==> src/hdl/lfoce_pkg.sv <==
// package: register map, field layout, reset values and counts
package lfoce_pkg;
  // register addresses in the special-function-register space
  localparam logic [7:0] LF_CTRL_ADDR  = 8'h86;
  localparam logic [7:0] EXT_CTRL_ADDR = 8'hB1;
  // low-frequency control register field positions
  localparam int LF_EN_BIT   = 7;
  localparam int LF_RDY_BIT  = 6;
  localparam int LF_TRIM_MSB = 5;
  localparam int LF_TRIM_LSB = 2;
  localparam int LF_DIV_MSB  = 1;
  localparam int LF_DIV_LSB  = 0;
  // external control register field positions
  localparam int EXT_VLD_BIT   = 7;
  localparam int EXT_MODE_MSB  = 6;
  localparam int EXT_MODE_LSB  = 4;
  localparam int EXT_FREQ_MSB  = 2;
  localparam int EXT_FREQ_LSB  = 0;
  // reset values
  localparam logic [1:0] LF_DIV_RST   = 2'h0;
  localparam logic [3:0] LF_TRIM_RST  = 4'h0;
  localparam logic [2:0] EXT_MODE_RST = 3'h0;
  localparam logic [2:0] EXT_FREQ_RST = 3'h0;
  // divider select codes
  localparam logic [1:0] DIV_BY8 = 2'h0;
  localparam logic [1:0] DIV_BY4 = 2'h1;
  localparam logic [1:0] DIV_BY2 = 2'h2;
  localparam logic [1:0] DIV_BY1 = 2'h3;
  // external mode codes (00x is off)
  localparam logic [2:0] XMODE_CMOS    = 3'h2;
  localparam logic [2:0] XMODE_CMOS_D2 = 3'h3;
  localparam logic [2:0] XMODE_RC      = 3'h4;
  localparam logic [2:0] XMODE_CAP     = 3'h5;
  localparam logic [2:0] XMODE_XTAL    = 3'h6;
  localparam logic [2:0] XMODE_XTAL_D2 = 3'h7;
  // settle counts in oscillator edges, and watchdog in clock cycles
  localparam logic [7:0] LF_SETTLE_EDGES = 8'h10;
  localparam logic [7:0] EXT_VALID_EDGES = 8'h40;
  localparam int         CLK_MHZ         = 200;
  localparam int         EXT_GAP_US      = 1;
  localparam logic [7:0] EXT_GAP_CYCLES  = 8'(CLK_MHZ * EXT_GAP_US);

  // sfr bus request
  typedef struct packed {
    logic [7:0] addr; // register address
    logic       wr;   // write strobe
    logic       rd;   // read strobe
    logic [7:0] wdata;// write data
  } lfoce_sfr_req_type;

  // whole state of the block
  typedef struct packed {
    logic       lf_en;      // low-frequency enable
    logic       lf_rdy;     // low-frequency ready flag
    logic [3:0] lf_trim;    // trim field
    logic [1:0] lf_div;     // divider select
    logic [7:0] lf_settle;  // settle edge counter
    logic [2:0] lf_div_cnt; // divider counter
    logic       lf_tick;    // divided clock enable
    logic [2:0] x_mode;     // external mode select
    logic [2:0] x_freq;     // external frequency control
    logic       x_vld;      // external valid flag
    logic [7:0] x_edges;    // stable edge counter
    logic [7:0] x_gap;      // cycles since last edge
    logic       x_clk;      // external clock out level
    logic [7:0] rdata;      // read data
  } lfoce_state_type;
endpackage

==> src/hdl/lfoce_ctrl.sv <==
// low-frequency oscillator and external oscillator control logic
`timescale 1ns/10ps
`default_nettype none
module lfoce_ctrl #(
  parameter logic [3:0] TRIM_CAL = lfoce_pkg::LF_TRIM_RST // calibration
) (
  input  wire logic                          clk_i,
  input  wire logic                          rst_n_i,
  input  wire lfoce_pkg::lfoce_sfr_req_type  sfr_req_i,
  output logic [7:0]                         sfr_rdata_o,
  input  wire logic                          lf_osc_edge_i,
  input  wire logic                          ext_osc_edge_i,
  output logic                               lowfreq_enable_o,
  output logic [3:0]                         lowfreq_trim_o,
  output logic                               lowfreq_tick_o,
  output logic                               ext_osc_enable_o,
  output logic [2:0]                         external_freq_control_o,
  output logic                               ext_clk_o,
  output logic                               crystal_terminal_in_o,
  output logic                               crystal_terminal_out_o
);
  // whole block state lives in one struct, registered once
  lfoce_pkg::lfoce_state_type st_r;   // registered state
  lfoce_pkg::lfoce_state_type st_nxt; // next state
  // decode helpers, all combinational from state, bus and lf oscillator edge
  logic wr_lf;       // write to low-frequency control
  logic wr_ext;      // write to external control
  logic div_change;  // divider select altered by write
  logic lf_settled;  // settle count reached this cycle
  logic [2:0] div_top;  // terminal count of divider
  logic x_on;        // external circuit running
  logic x_xtal;      // crystal modes
  logic x_cmos;      // cmos clock modes
  logic x_half;      // divide-by-2 modes

  // address decode and mode decode
  always_comb
  begin
    wr_lf  = sfr_req_i.wr && (sfr_req_i.addr == lfoce_pkg::LF_CTRL_ADDR);
    wr_ext = sfr_req_i.wr && (sfr_req_i.addr == lfoce_pkg::EXT_CTRL_ADDR);
    // only a real change of the divider bits drops ready
    div_change = wr_lf && (sfr_req_i.wdata[lfoce_pkg::LF_DIV_MSB:
                 lfoce_pkg::LF_DIV_LSB] != st_r.lf_div);
    // modes 00x leave both oscillator pins to the port
    x_on   = st_r.x_mode[2] | st_r.x_mode[1]; // 00x is off
    x_xtal = (st_r.x_mode == lfoce_pkg::XMODE_XTAL) ||
             (st_r.x_mode == lfoce_pkg::XMODE_XTAL_D2);
    x_cmos = (st_r.x_mode == lfoce_pkg::XMODE_CMOS) ||
             (st_r.x_mode == lfoce_pkg::XMODE_CMOS_D2);
    x_half = (st_r.x_mode == lfoce_pkg::XMODE_XTAL_D2) ||
             (st_r.x_mode == lfoce_pkg::XMODE_CMOS_D2);
    // final settle edge, counted only while enabled
    lf_settled = st_r.lf_en && lf_osc_edge_i &&
                 (st_r.lf_settle == lfoce_pkg::LF_SETTLE_EDGES - 8'h01);
  end

  // divider terminal count per select code
  always_comb
  begin
    // tick fires when the counter has reached this value
    unique case (st_r.lf_div)
      lfoce_pkg::DIV_BY8: div_top = 3'h7;
      lfoce_pkg::DIV_BY4: div_top = 3'h3;
      lfoce_pkg::DIV_BY2: div_top = 3'h1;
      lfoce_pkg::DIV_BY1: div_top = 3'h0;
    endcase
  end

  // next-state logic
  always_comb
  begin
    st_nxt = st_r;
    st_nxt.lf_tick = 1'b0;
    // software writes to low-frequency control
    if (wr_lf)
    begin
      st_nxt.lf_en   = sfr_req_i.wdata[lfoce_pkg::LF_EN_BIT];
      st_nxt.lf_trim = sfr_req_i.wdata[lfoce_pkg::LF_TRIM_MSB:
                       lfoce_pkg::LF_TRIM_LSB];
      st_nxt.lf_div  = sfr_req_i.wdata[lfoce_pkg::LF_DIV_MSB:
                       lfoce_pkg::LF_DIV_LSB];
    end

    // a stopped oscillator clears its settle count; ready, once set, is kept
    // settle counting on oscillator edges while enabled
    if (div_change)
      st_nxt.lf_settle = 8'h00; // restart settle after divider change
    else if (!st_r.lf_en)
      st_nxt.lf_settle = 8'h00;
    else if (lf_osc_edge_i && !st_r.lf_rdy)
      st_nxt.lf_settle = st_r.lf_settle + 8'h01;

    // clearing enable alone keeps ready set; only reset or a
    // different divider select returns it to zero
    // ready: sticky, set wins over divider-change clear
    if (lf_settled)
      st_nxt.lf_rdy = 1'b1;
    else if (div_change)
      st_nxt.lf_rdy = 1'b0;

    // the tick is an enable pulse, never a derived clock
    // output divider on oscillator edges
    if (div_change || !st_r.lf_en)
      st_nxt.lf_div_cnt = 3'h0;
    else if (lf_osc_edge_i)
    begin
      if (st_r.lf_div_cnt >= div_top)
      begin
        st_nxt.lf_div_cnt = 3'h0;
        st_nxt.lf_tick    = 1'b1;
      end
      else
        st_nxt.lf_div_cnt = st_r.lf_div_cnt + 3'h1;
    end

    // software writes to external control
    if (wr_ext)
    begin
      st_nxt.x_mode = sfr_req_i.wdata[lfoce_pkg::EXT_MODE_MSB:
                      lfoce_pkg::EXT_MODE_LSB];
      st_nxt.x_freq = sfr_req_i.wdata[lfoce_pkg::EXT_FREQ_MSB:
                      lfoce_pkg::EXT_FREQ_LSB];
    end

    // a stalled crystal must drop valid, so a gap longer than
    // the limit restarts the edge count
    // valid detector: enough edges with no long gap
    if (!x_on || x_cmos || wr_ext)
    begin
      st_nxt.x_edges = 8'h00; // off, cmos or reconfigured
      st_nxt.x_gap   = 8'h00;
      st_nxt.x_vld   = 1'b0;
    end
    else if (ext_osc_edge_i)
    begin
      st_nxt.x_gap = 8'h00;
      if (st_r.x_edges == lfoce_pkg::EXT_VALID_EDGES - 8'h01)
        st_nxt.x_vld = 1'b1;
      else
        st_nxt.x_edges = st_r.x_edges + 8'h01;
    end
    else if (st_r.x_gap == lfoce_pkg::EXT_GAP_CYCLES)
    begin
      st_nxt.x_edges = 8'h00; // oscillation stalled
      st_nxt.x_vld   = 1'b0;
    end
    else
      st_nxt.x_gap = st_r.x_gap + 8'h01;

    // plain modes pass each edge pulse straight through
    // external clock out: toggle per edge when halved
    if (!x_on)
      st_nxt.x_clk = 1'b0;
    else if (x_half)
    begin
      if (ext_osc_edge_i)
        st_nxt.x_clk = ~st_r.x_clk;
    end
    else
      st_nxt.x_clk = ext_osc_edge_i;

    // read-only bits come from state, never from write data
    // read data captured on read strobe
    if (sfr_req_i.rd)
    begin
      unique case (sfr_req_i.addr)
        lfoce_pkg::LF_CTRL_ADDR:
          st_nxt.rdata = {st_r.lf_en, st_r.lf_rdy, st_r.lf_trim,
                          st_r.lf_div};
        lfoce_pkg::EXT_CTRL_ADDR:
          st_nxt.rdata = {st_r.x_vld, st_r.x_mode, 1'b0, st_r.x_freq};
        default:
          st_nxt.rdata = 8'h00; // unmapped reads zero
      endcase
    end
  end

  // trim loads its calibrated value so the oscillator starts
  // near nominal; everything else powers up cleared
  // state register
  always_ff @(posedge clk_i or negedge rst_n_i)
  begin
    if (!rst_n_i)
    begin
      st_r         <= '0;
      st_r.lf_div  <= lfoce_pkg::LF_DIV_RST;
      st_r.lf_trim <= TRIM_CAL;
      st_r.x_mode  <= lfoce_pkg::EXT_MODE_RST;
      st_r.x_freq  <= lfoce_pkg::EXT_FREQ_RST;
    end
    else
      st_r <= st_nxt;
  end

  // pin ownership decodes straight from the mode field
  // outputs
  assign sfr_rdata_o             = st_r.rdata;
  assign lowfreq_enable_o        = st_r.lf_en;
  assign lowfreq_trim_o          = st_r.lf_trim;
  assign lowfreq_tick_o          = st_r.lf_tick;
  assign ext_osc_enable_o        = x_on;
  assign external_freq_control_o = st_r.x_freq;
  assign ext_clk_o               = st_r.x_clk;
  assign crystal_terminal_in_o   = x_xtal;
  assign crystal_terminal_out_o  = x_on;
endmodule
`default_nettype wire

==> config.mk <==
export PLATFORM = sky130hd
export DESIGN_NAME = lfoce_ctrl
export DESIGN_NICKNAME = d
export VERILOG_FILES = /design/src/hdl/lfoce_pkg.sv /design/src/hdl/lfoce_ctrl.sv
export SDC_FILE = /design/constraint.sdc
export NUM_CORES = 1
export LEC_CHECK = 0
export BUFFER_PORTS_ARGS = -buffer_cell sky130_fd_sc_hd__buf_2
export CORE_ASPECT_RATIO = 1.1
export CORE_MARGIN = 2
export CORE_UTILIZATION = 36
export CTS_CLUSTER_DIAMETER = 100
export CTS_CLUSTER_SIZE = 40
export DETAILED_ROUTE_END_ITERATION = 10
export GPL_ROUTABILITY_DRIVEN = 0
export SLEW_MARGIN = 20
export SYNTH_ARGS = -nofsm -noshare
export SYNTH_HDL_FRONTEND = slang
export SYNTH_SLANG_ARGS = --single-unit
==> constraint.sdc <==
create_clock -name clk_i -period 2.15 [get_ports clk_i]
set_clock_uncertainty 0.2 [all_clocks]
set_input_delay 0.3225 -clock clk_i [delete_from_list [all_inputs] [get_ports clk_i]]
set_output_delay 0.3225 -clock clk_i [all_outputs]
set_load 0.005 [all_outputs]
Word level (Yosys, flattened, before mapping)

Index checks and enable logic that the tools add are counted.

Bits in registers: 52

$add $sub $neg: 4
$lt $le $gt $ge: 1
Bitwise operators: 2
Reduce and logical (&&, ||, !) cells: 21
Eq/ne operators: 18
Mux-type cells: 21

Operators by type and width:

| operator                                                                | number |
|---|---|
| 8-bit two-way mux                                                       | 5 |
| 17-bit two-way mux                                                      | 2 |
| 8-bit by 1-bit adder with 8-bit output, second input constant           | 3 |
| 8-bit equality test, second input constant                              | 3 |
| 8-bit one-hot mux with 2 select lines                                   | 1 |
| 3-bit one-hot mux with 4 select lines                                   | 1 |
| 9-bit two-way mux                                                       | 1 |
| 3-bit inequality test, second input constant                            | 3 |
| 8-bit by 4-bit equality test with 1-bit output, second input constant   | 1 |
| 8-bit by 6-bit equality test with 1-bit output, second input constant   | 1 |
| 1-bit two-way mux                                                       | 8 |
| 3-bit by 2-bit equality test with 1-bit output, second input constant   | 2 |
| 3-bit equality test, second input constant                              | 2 |
| 1-bit logical AND                                                       | 6 |
| 1-bit logical OR                                                        | 6 |
| 3-bit two-way mux                                                       | 2 |
| 3-bit by 1-bit inequality test with 1-bit output, second input constant | 2 |
| 2-bit equality test, second input constant                              | 2 |
| 4-bit two-way mux                                                       | 1 |
| 2-bit AND reduction                                                     | 2 |
| 2-bit nonzero test                                                      | 2 |
| 3-bit by 1-bit adder with 3-bit output, second input constant           | 1 |
| 3-bit >= comparator                                                     | 1 |
| 1-bit logical NOT                                                       | 3 |
| other kinds (6)                                                         | 6 |

Depth between registers and ports, before layout

Gate-level depths: netlist (run 1).

Word-level depth: 6
Gate-level depth with buffers: 6
Gate-level depth less buffers: 6

Worst setup path after synthesis (run 1)

No wires, ideal clock.

Path kind: register -> register
Start: register st_r[9] (netlist name)
End: register st_r[22] (netlist name)
Stages on the path, launching flop included: 7
Setup slack: 479 ps
Buffers on the path: 0
Data arrival time: 1337 ps
Data required time: 1815 ps
Clock period less this slack: 1671 ps
Cells stage by stage: dfrtp_1 > inv_1 > ha_1 > nand2_1 > o41a_1 > nand3_1 > o211ai_1

Longest elaborated chain between the ends: 3

Ends and longest elaborated chain:

| element                              | line              | source |
|---|---|---|
| start, declared                      | lfoce_ctrl.sv:23  | `lfoce_pkg::lfoce_state_type st_r;` |
| start signal, assigned               | lfoce_ctrl.sv:192 | `st_r <= st_nxt;` |
| 8-bit equality test                  | lfoce_ctrl.sv:142 | `else if (st_r.x_gap == lfoce_pkg::EXT_GAP_CYCLES)` |
| 3-bit nonzero test (no source line)  | -                 |  |
| 2-bit AND reduction (no source line) | -                 |  |

No other way between the ends.
A chain may end at the register's enable or synchronous reset.

Worst setup path in the final report (run 1)

Same ends and word-level chain as after synthesis.

==> flow_summary.ini, run 1 <==
[route]
wl_per_cell_microns = 14.3
drt-total-wl_microns = 5920
via_count = 2080
first_pass_iters = 4
ant_nets = 0
drt_iter0_drc = 77
routed_via_density = 5.04
post-route-drc-count = 0

[critical_path]
crit_fanout = 5
end_kind = flop
path_cells = inv_1 -> ha_1 -> nand2_1 -> o41a_1 -> nand3_1 -> o211ai_1
crit_type = flop to flop
cpMaxStageDelayCell = o41a_1
critical-path-max-stage-delay_ps = 450
path_delay_family = compound AO/OA/AOI/OAI gates
startpoint_type = flop
arrival_ps = 1860
crit_buf_inv = 1
cp.required_ps = 2120

[placement]
dp_hpwl_microns = 4430
place_area_sq_mm = 0.00310
port_buffers = 42

[synthesis]
yosys.area.top_type = dfrtp_1
yosysWarnings = 0
synthFlopType = dfrtp_1
async_flop_share_pct = 100
synth_top_area_share_pct = 45.4
synthCells = 272
netlist_area_sq_mm = 0.00286
synth_area_leaders = dfrtp_1, buf_4, mux2_4, ha_1, nand3_1
synth_nets = 302
yosys.cell_types.count = 55
syn_avg_cell_area_sq_um = 10.5
ys_seq_elements = 52
yosysSeqAreaShare_pct = 45.4
synth_edf_count = 0

[outcome]
status = finished, final reports clean

[final_layout]
final_common_cell = dfrtp_1
multi_input_area_sq_mm = 0.00137
n_fill_cell = 782
drive_gt1_share_pct = 27.5
synthToLayoutAreaGrowth_pct = 11.5
fin_area_sq_mm = 0.00319
layout_common_cells = dfrtp_1, buf_2, nor2_1
num_antenna_cells = 0
fin_nets = 334
regArea_sq_mm = 0.00130

[die]
placeableCoreArea_sq_mm = 0.00783
ioPinCount = 43
die_y_microns = 97.5
rows = 34
initial_core_util_pct = 36.6
die_w_microns = 89.0
dieArea_sq_mm = 0.00869

[sta]
finalHoldViolCount = 0
relSlewSlack_pct = 68.5
fin_crit_ps = 1890
max_freq_mhz = 529
fin_tns_setup_ps = 0
final-max-slew-violation-count = 0
post-route-period-util_pct = 87.9
setup_viol = 0
rsz0062_at_grt = no
tightestPinTransition_ps = 472

[clocking]
numCtsBuffers = 5
hold_buffers = 1
clk_pin_slew_ps = 100
clock_path_buffers = 2
cts.htree.levels = 2
cts_resized = 0
cts-root-buf = clkbuf_8
insertion_delay_ps = 310
cts_tree = yes
clock-sinks = 52
cts_setup_buffers = 0

[power]
power_density_mw_per_mm2 = 546
vdd_ir_drop_max_v = 0.000195
p_leak_nw = 1.41

[global_routing]
grt_overflow_total = 0
grt_antenna_before_repair = 0
grt_max_degree = 26
grt_pass1_wl_microns = 9850
grt_pass1_vias = 2071
grt_use_total_pct = 14.3

[flow_run]
cap_violations = 0

[hold_path]
hp-class = input pin to flop
logic make-up (layout without fill, tap and decap cells):
family,Yosys count,in the layout,share of synthesized area [%]
xor+xnor,16,16,4.89
flops,52,52,45.4
simple gates,99,99,21.1
compound gates,52,52,12.5
fa+ha+maj,8,8,3.50
buf+inv,32,65,6.64
mux,13,13,5.98
synth_stat cells, drive strengths merged, types with 2 or more instances:
cell / number
dfrtp: 52
nor2: 26
buf: 20
a21oi: 19
nand3: 18
nand2: 16
mux2: 12
inv: 11
o21ai: 9
xnor2: 9
ha: 8
a22oi: 7
nor3: 7
xor2: 7
nand2b: 5
or2: 5
a31oi: 4
and3: 4
nand3b: 3
nand4bb: 3
nor4: 3
a211oi: 2
a41oi: 2
and4bb: 2
nor2b: 2
o2111ai: 2
o211ai: 2
per-stage QoR:
step                      cells  utilization (%)  hold slack, ps  power (mW)  worst slack (ps)
after CTS                   413             40.8            28.4        1.77               251
after global routing        413             40.8            26.0        1.83               144
after global placement      404             39.5             105        1.21               262
final                       413             40.8            31.6        1.74               259
after detailed placement    404             39.5             105        1.21               264
after floorplan             272                -            -173        1.14               479
final timing paths:
check	from	to	slack, ps	cells after the start
min	sfr_req_i[7]	lowfreq_enable_o	30	2
max	st_r[9]	st_r[22]	260	6
min in group asynchronous	rst_n_i	st_r[45]	280	2
min reg2reg	sfr_rdata_o[3]	sfr_rdata_o[3]	320	2
max reg2reg	st_r[9]	st_r[22]	260	6
max in group asynchronous	rst_n_i	st_r[9]	930	3
state kept, by name, summed over array words and instances, names as in the netlist:
register and count:
ext_clk_o 1, lowfreq_enable_o 1, lowfreq_tick_o 1, sfr_rdata_o 8, external_freq_control_o 3, lowfreq_trim_o 4
st_r 34
worst register-to-register path, cell delays in order, from the launching register on:
cell      delay, ps
dfrtp_1         440
inv_1           110
ha_1            150
nand2_1          70
o41a_1          450
nand3_1         200
o211ai_1        130
power by group:
part / leakage, nW / switching (mW) / internal (mW) / total [mW]
Clock: 0.0479 / 0.328 / 0.228 / 0.555
Combinational: 0.645 / 0.0931 / 0.0725 / 0.166
Sequential: 0.714 / 0.0217 / 1.00 / 1.02
Total: 1.41 / 0.442 / 1.30 / 1.74
metal layers:
| layer | wire [microns] | track usage (%) | vias to the layer above |
|---|---|---|---|
| li1 | - | - | 1028 |
| met1 | 2680 | 18.0 | 999 |
| met2 | 2900 | 24.2 | 47 |
| met3 | 245 | 2.80 | 6 |
| met4 | 83 | 4.71 | 0 |
| met5 | 0 | 0 | - |
final cells by class:
class	instances	area share (%)
multi-input cells	188	43.0
flip-flops and latches	52	40.8
repair buffers	46	7.99
well taps	108	4.23
clock buffers	5	2.16
inverters	11	1.29
clock inverters	3	0.588
Note: power is estimated with default switching activity, not from simulation.
==> run 2, diff against run 1 <==
- CORE_ASPECT_RATIO: 1.1 -> not set
- CORE_MARGIN: 2 -> 4
- CTS_CLUSTER_DIAMETER: 100 -> 30
==> run 2 against run 1 <==
Global-route usage shrank 0.96 points. Fmax grew 1.1%. Wire length grew 0.83%. Cell count shrank 1.5%. Hold slack gained 11 ps. Power grew 9.1%. Flip-flop and latch count is the same. Combinational power is essentially flat. Non-clock buffer count is the same. Via count shrank 0.24%. Count of clock-buffer cells in the layout grew 1. Largest power group unchanged. Die area grew 8.8%.
==> flow_summary.ini, run 2 (synthesized netlist as in run 1, its figures left out) <==
[critical_path]
crit_fanout = 6
cpMaxStageDelayCell = dfrtp_1
cp.required_ps = 2150
crit_end = lowfreq_tick_o
arrival_ps = 1870
crit_type = flop to flop
critical-path-max-stage-delay_ps = 480
ff2ff_path_depth = 6
r2r_start = st_r[45]
startpoint = st_r[45]
end_kind = flop
startpoint_type = flop
rrSetupSlack_ps = 280
path_cells = nand2_1 -> ha_1 -> nand2b_1 -> a21oi_1 -> o21ai_0 -> and4_1
r2r-end = lowfreq_tick_o

[flow_run]
cap_violations = 0

[power]
p_int_mw = 1.45
p_leak_nw = 1.42
clkPwrFrac_pct = 37.6
p_switching_uw = 449
p_total_mw = 1.90
power_density_mw_per_mm2 = 591
swShare_pct = 23.6
vdd_ir_drop_max_v = 0.000245
seqPwrFrac_pct = 53.8
combPwrFrac_pct = 8.6

[route]
wl_per_cell_microns = 14.7
post-route-drc-count = 0
via_count = 2075
drt-total-wl_microns = 5970
ant_nets = 0
drt_iter0_drc = 104
routed_via_density = 5.10
first_pass_iters = 4

[final_layout]
final_common_cell = dfrtp_1
num_antenna_cells = 0
synthToLayoutAreaGrowth_pct = 12.4
layout_common_cells = dfrtp_1, buf_2, nor2_1
fin_nets = 334
largest_reg_flops = 34
drive_gt1_share_pct = 27.5
postLayoutCoreUtil_pct = 41.7
fin_cells = 407
top_register = st_r

[global_routing]
grt_pass1_vias = 2085
grt_use_total_pct = 13.4
grt_pass1_wl_microns = 10500
grt_overflow_total = 0
grt_antenna_before_repair = 0
grt_max_degree = 46

[placement]
port_buffers = 42
placed_cells = 398
dp_hpwl_microns = 4400

[clocking]
insertion_delay_ps = 310
cts_tree = yes
numCtsBuffers = 5
cts-root-buf = clkbuf_8
cts_setup_buffers = 0
clock-sinks = 52
cts.htree.levels = 2
clk_pin_slew_ps = 100
clock_path_buffers = 2

[die]
placeableCoreArea_sq_mm = 0.00773
die_w_microns = 97.2
dieArea_sq_mm = 0.00945
die_y_microns = 97.2
initial_core_util_pct = 37.1
ioPinCount = 43
rows = 32

[sta]
setup_viol = 0
relSlewSlack_pct = 72.1
tightestPinTransition_ps = 414
post-route-period-util_pct = 87.0
max_freq_mhz = 535
fin_tns_setup_ps = 0
fin_crit_ps = 1870
finalHoldViolCount = 0
holdWs_ps = 42.1
final-max-slew-violation-count = 0
rsz0062_at_grt = no

[hold_path]
hp-class = input pin to flop
worst_hold_startpoint = sfr_req_i[3]

[outcome]
status = finished, final reports clean
## run 2: changes by cell type in the layout (fill, tap and decap cells not counted)
cell and delta:
clkbuf_8 +1, clkinv_2 -2, bufinv_16 +1
## run 2: how the worst min path moves through the flow
stage,end,slack [ps],cells after the start
floorplan,ext_clk_o,-170,0
global placement,st_r[22],-20,1
detailed placement,st_r[22],-10,1
CTS,lowfreq_trim_o[1],30,2
global route,lowfreq_trim_o[1],40,2
finish,lowfreq_trim_o[1],40,2
## run 2: critical path: cells and delay by family (launching register included)
| family | cells | cell delay [ps] |
|---|---|---|
| AOI/OAI and AO/OA | 2 | 400 |
| adders and majority gates | 1 | 260 |
| and+or+nand+nor | 3 | 440 |
| DFF | 1 | 480 |
## run 2: metal layers
metal  routed length (microns)  global-route usage, %
met1                      2830                   18.2
met2                      2790                   21.3
met3                       283                   3.16
met4                        62                   3.46
met5                         0                      0
## run 2: stage by stage
stage | setup WS, ps | cell area, sq um
global placement | 296 | 3090
finish | 279 | 3220
global route | 123 | 3220
CTS | 257 | 3220
floorplan | 479 | 2860
detailed placement | 267 | 3090
## run 2: power groups by stage
| stage | registers, mW | logic [mW] | clock network, mW |
|---|---|---|---|
| floorplan | 1.04 | 0.107 | 0 |
| global placement | 1.04 | 0.165 | 0 |
| detailed placement | 1.04 | 0.166 | 0 |
| CTS | 1.02 | 0.168 | 0.734 |
| global route | 1.03 | 0.186 | 0.775 |
| finish | 1.02 | 0.164 | 0.715 |
## run 2: repair_timing
item	4_1_cts	5_1_grt
resized for setup	0	0
endpoints found under the hold margin	52	0
hold buffers	1	0
setup endpoints to repair	0	0
## run 2: cell type report
class                      count  area, sq um
clock inverter                 2         38.8
clock buffer                   6         82.6
multi-input combinational    188         1370
timing repair buffer          46          255
fill                         763         4510
sequential                    52         1300
inverter                      11         41.3
tap                          102          128
==> run 3, diff against run 2 <==
--- a/config.mk
+++ b/config.mk
@@ -14,3 +14,3 @@
 export GPL_ROUTABILITY_DRIVEN = 0
-export SLEW_MARGIN = 20
+export SLEW_MARGIN = 10
 export SYNTH_ARGS = -nofsm -noshare
==> constraint.sdc (replaced) <==
create_clock -name clk_i -period 2.15 [get_ports clk_i]
set_clock_uncertainty 0.2 [all_clocks]
set_input_delay 0.43 -clock clk_i [delete_from_list [all_inputs] [get_ports clk_i]]
set_output_delay 0.43 -clock clk_i [all_outputs]
set_load 0.005 [all_outputs]
==> run 3 against run 2 <==
Count of clock-buffer cells in the layout shrank 1. First-iteration DRC count shrank 28%. Hold slack gained 110 ps. Die area is the same. Utilization grew 0.097 points. Power grew 3.3%. Flip-flop and latch count is the same. Clock power grew 8.7%. Final area grew 0.23%. Sequential share of layout area shrank 0.094 points. Fmax shrank 0.94%. Worst setup slack lost 18 ps.
==> flow_summary.ini, run 3 (synthesized netlist as in run 1, its figures left out) <==
[critical_path]
startpoint = st_r[31]
crit_type = flop to primary output
path_cells = or2_2 -> buf_2
startpoint_type = flop
crit_end = ext_osc_enable_o
critical-path-max-stage-delay_ps = 470
r2r-end = lowfreq_tick_o
path_delay_family = flip-flops
end_kind = primary output
cpMaxStageDelayCell = dfrtp_1
cp_num_cells = 2
crit_fanout = 7
ff2ff_path_depth = 6
r2r_start = st_r[45]
crit_buf_inv = 1
cp.required_ps = 1520
rrSetupSlack_ps = 270
arrival_ps = 1260

[die]
dieArea_sq_mm = 0.00945
ioPinCount = 43
rows = 32
initial_core_util_pct = 37.1
placeableCoreArea_sq_mm = 0.00773
die_y_microns = 97.2
die_w_microns = 97.2

[final_layout]
num_antenna_cells = 0
fin_area_sq_mm = 0.00323
layout_common_cells = dfrtp_1, buf_2, nor2_1
drive_gt1_share_pct = 27.3
synthToLayoutAreaGrowth_pct = 12.7
fin_nets = 334
n_fill_cell = 742
final_common_cell = dfrtp_1
top_register = st_r
largest_reg_flops = 34

[placement]
port_buffers = 42
place_area_sq_mm = 0.00309
dp_hpwl_microns = 4380

[route]
wl_per_cell_microns = 14.4
via_count = 2046
first_pass_iters = 4
drt_iter0_drc = 75
drt-total-wl_microns = 5860
ant_nets = 0
routed_via_density = 5.04
post-route-drc-count = 0

[sta]
tightestPinTransition_ps = 446
rsz0062_at_grt = no
max_freq_mhz = 529
finalHoldViolCount = 0
post-route-period-util_pct = 87.8
relSlewSlack_pct = 70.0
fin_crit_ps = 1890
fin_tns_setup_ps = 0
final-max-slew-violation-count = 0
setup_viol = 0

[clocking]
cts.htree.levels = 2
numCtsBuffers = 5
clock-sinks = 52
cts_resized = 0
insertion_delay_ps = 300
cts_setup_buffers = 0
cts_tree = yes
clk_pin_slew_ps = 90
clock_path_buffers = 2
cts-root-buf = clkbuf_8

[power]
p_total_mw = 1.96
vdd_ir_drop_max_v = 0.000318
p_int_mw = 1.53
combPwrFrac_pct = 8.4
seqPwrFrac_pct = 52.0
p_leak_nw = 1.42
power_density_mw_per_mm2 = 609
clkPwrFrac_pct = 39.6
swShare_pct = 22.1
p_switching_uw = 433

[global_routing]
grt_use_total_pct = 13.1
grt_busiest_layer = met2
grt_overflow_total = 0
grt_pass1_vias = 2110
globalRouteMet2Util_pct = 21.2
grt_max_degree = 53
grt_util_met1_pct = 17.6
grt_antenna_before_repair = 0
grt_pass1_wl_microns = 10300
grtUsageMet3_pct = 3.02

[hold_path]
hp-class = input pin to flop

[outcome]
status = finished, final reports clean

[flow_run]
cap_violations = 0
[run 3: cell count changes in the layout (fill, tap and decap cells not counted), sizes merged]
cell / change
clkinv: -1
bufinv: +1
clkbuf: -1
[run 3: metrics by stage]
step / setup WS [ps] / hold slack (ps) / cells / util, %
floorplan: 402 / -65.6 / 272 / -
detailed placement: 176 / 247 / 398 / 40.0
finish: 261 / 154 / 406 / 41.8
global route: 81.3 / 153 / 406 / 41.8
global placement: 192 / 245 / 398 / 40.0
CTS: 257 / 146 / 406 / 41.8
[run 3: worst min-delay path by stage]
stage	startpoint	depth (start not counted)	slack [ps]	to
final	sfr_req_i[3]	2	150	lowfreq_trim_o[1]
after global routing	sfr_req_i[3]	2	150	lowfreq_trim_o[1]
after CTS	sfr_req_i[3]	2	150	lowfreq_trim_o[1]
after detailed placement	rst_n_i	2	250	st_r[22]
after global placement	rst_n_i	2	250	st_r[22]
after floorplan	rst_n_i	0	-70	ext_clk_o
[run 3: timing repair]
| item | CTS | global route |
|---|---|---|
| hold endpoints to repair | 52 | 0 |
| endpoints found under the setup margin | 0 | 0 |
| hold buffers | 1 | 0 |
[run 3: worst reg2reg max path, cell delays in order, from the launching register on]
cell	delay [ps]
dfrtp_1	480
nand2_1	90
ha_1	260
nand2b_1	130
a21oi_1	280
o21ai_0	110
and4_1	220
[run 3: power by group through the flow]
stage          Combinational, mW  Clock [mW]  Sequential (mW)
6_report                   0.165       0.777             1.02
5_1_grt                    0.187       0.832             1.03
3_5_place_dp               0.167           0             1.04
4_1_cts                    0.169       0.797             1.02
3_3_place_gp               0.165           0             1.04
2_1_floorplan              0.107           0             1.04
[run 3: final cells by class]
class                   count  area [sq um]  share of cell area, %
clock buffers               5          68.8                   2.13
clock inverters             2          60.1                   1.86
inverters                  11          41.3                   1.28
flip-flops and latches     52          1300                   40.3
well taps                 102           128                   3.96
multi-input cells         188          1370                   42.5
repair buffers             46           255                   7.91
[run 3: metal layers]
metal | routed length (microns) | vias to the layer above
met1 | 2810 | 986
met5 | 0 | -
met4 | 69 | 0
li1 | - | 1012
met3 | 255 | 7
met2 | 2720 | 41
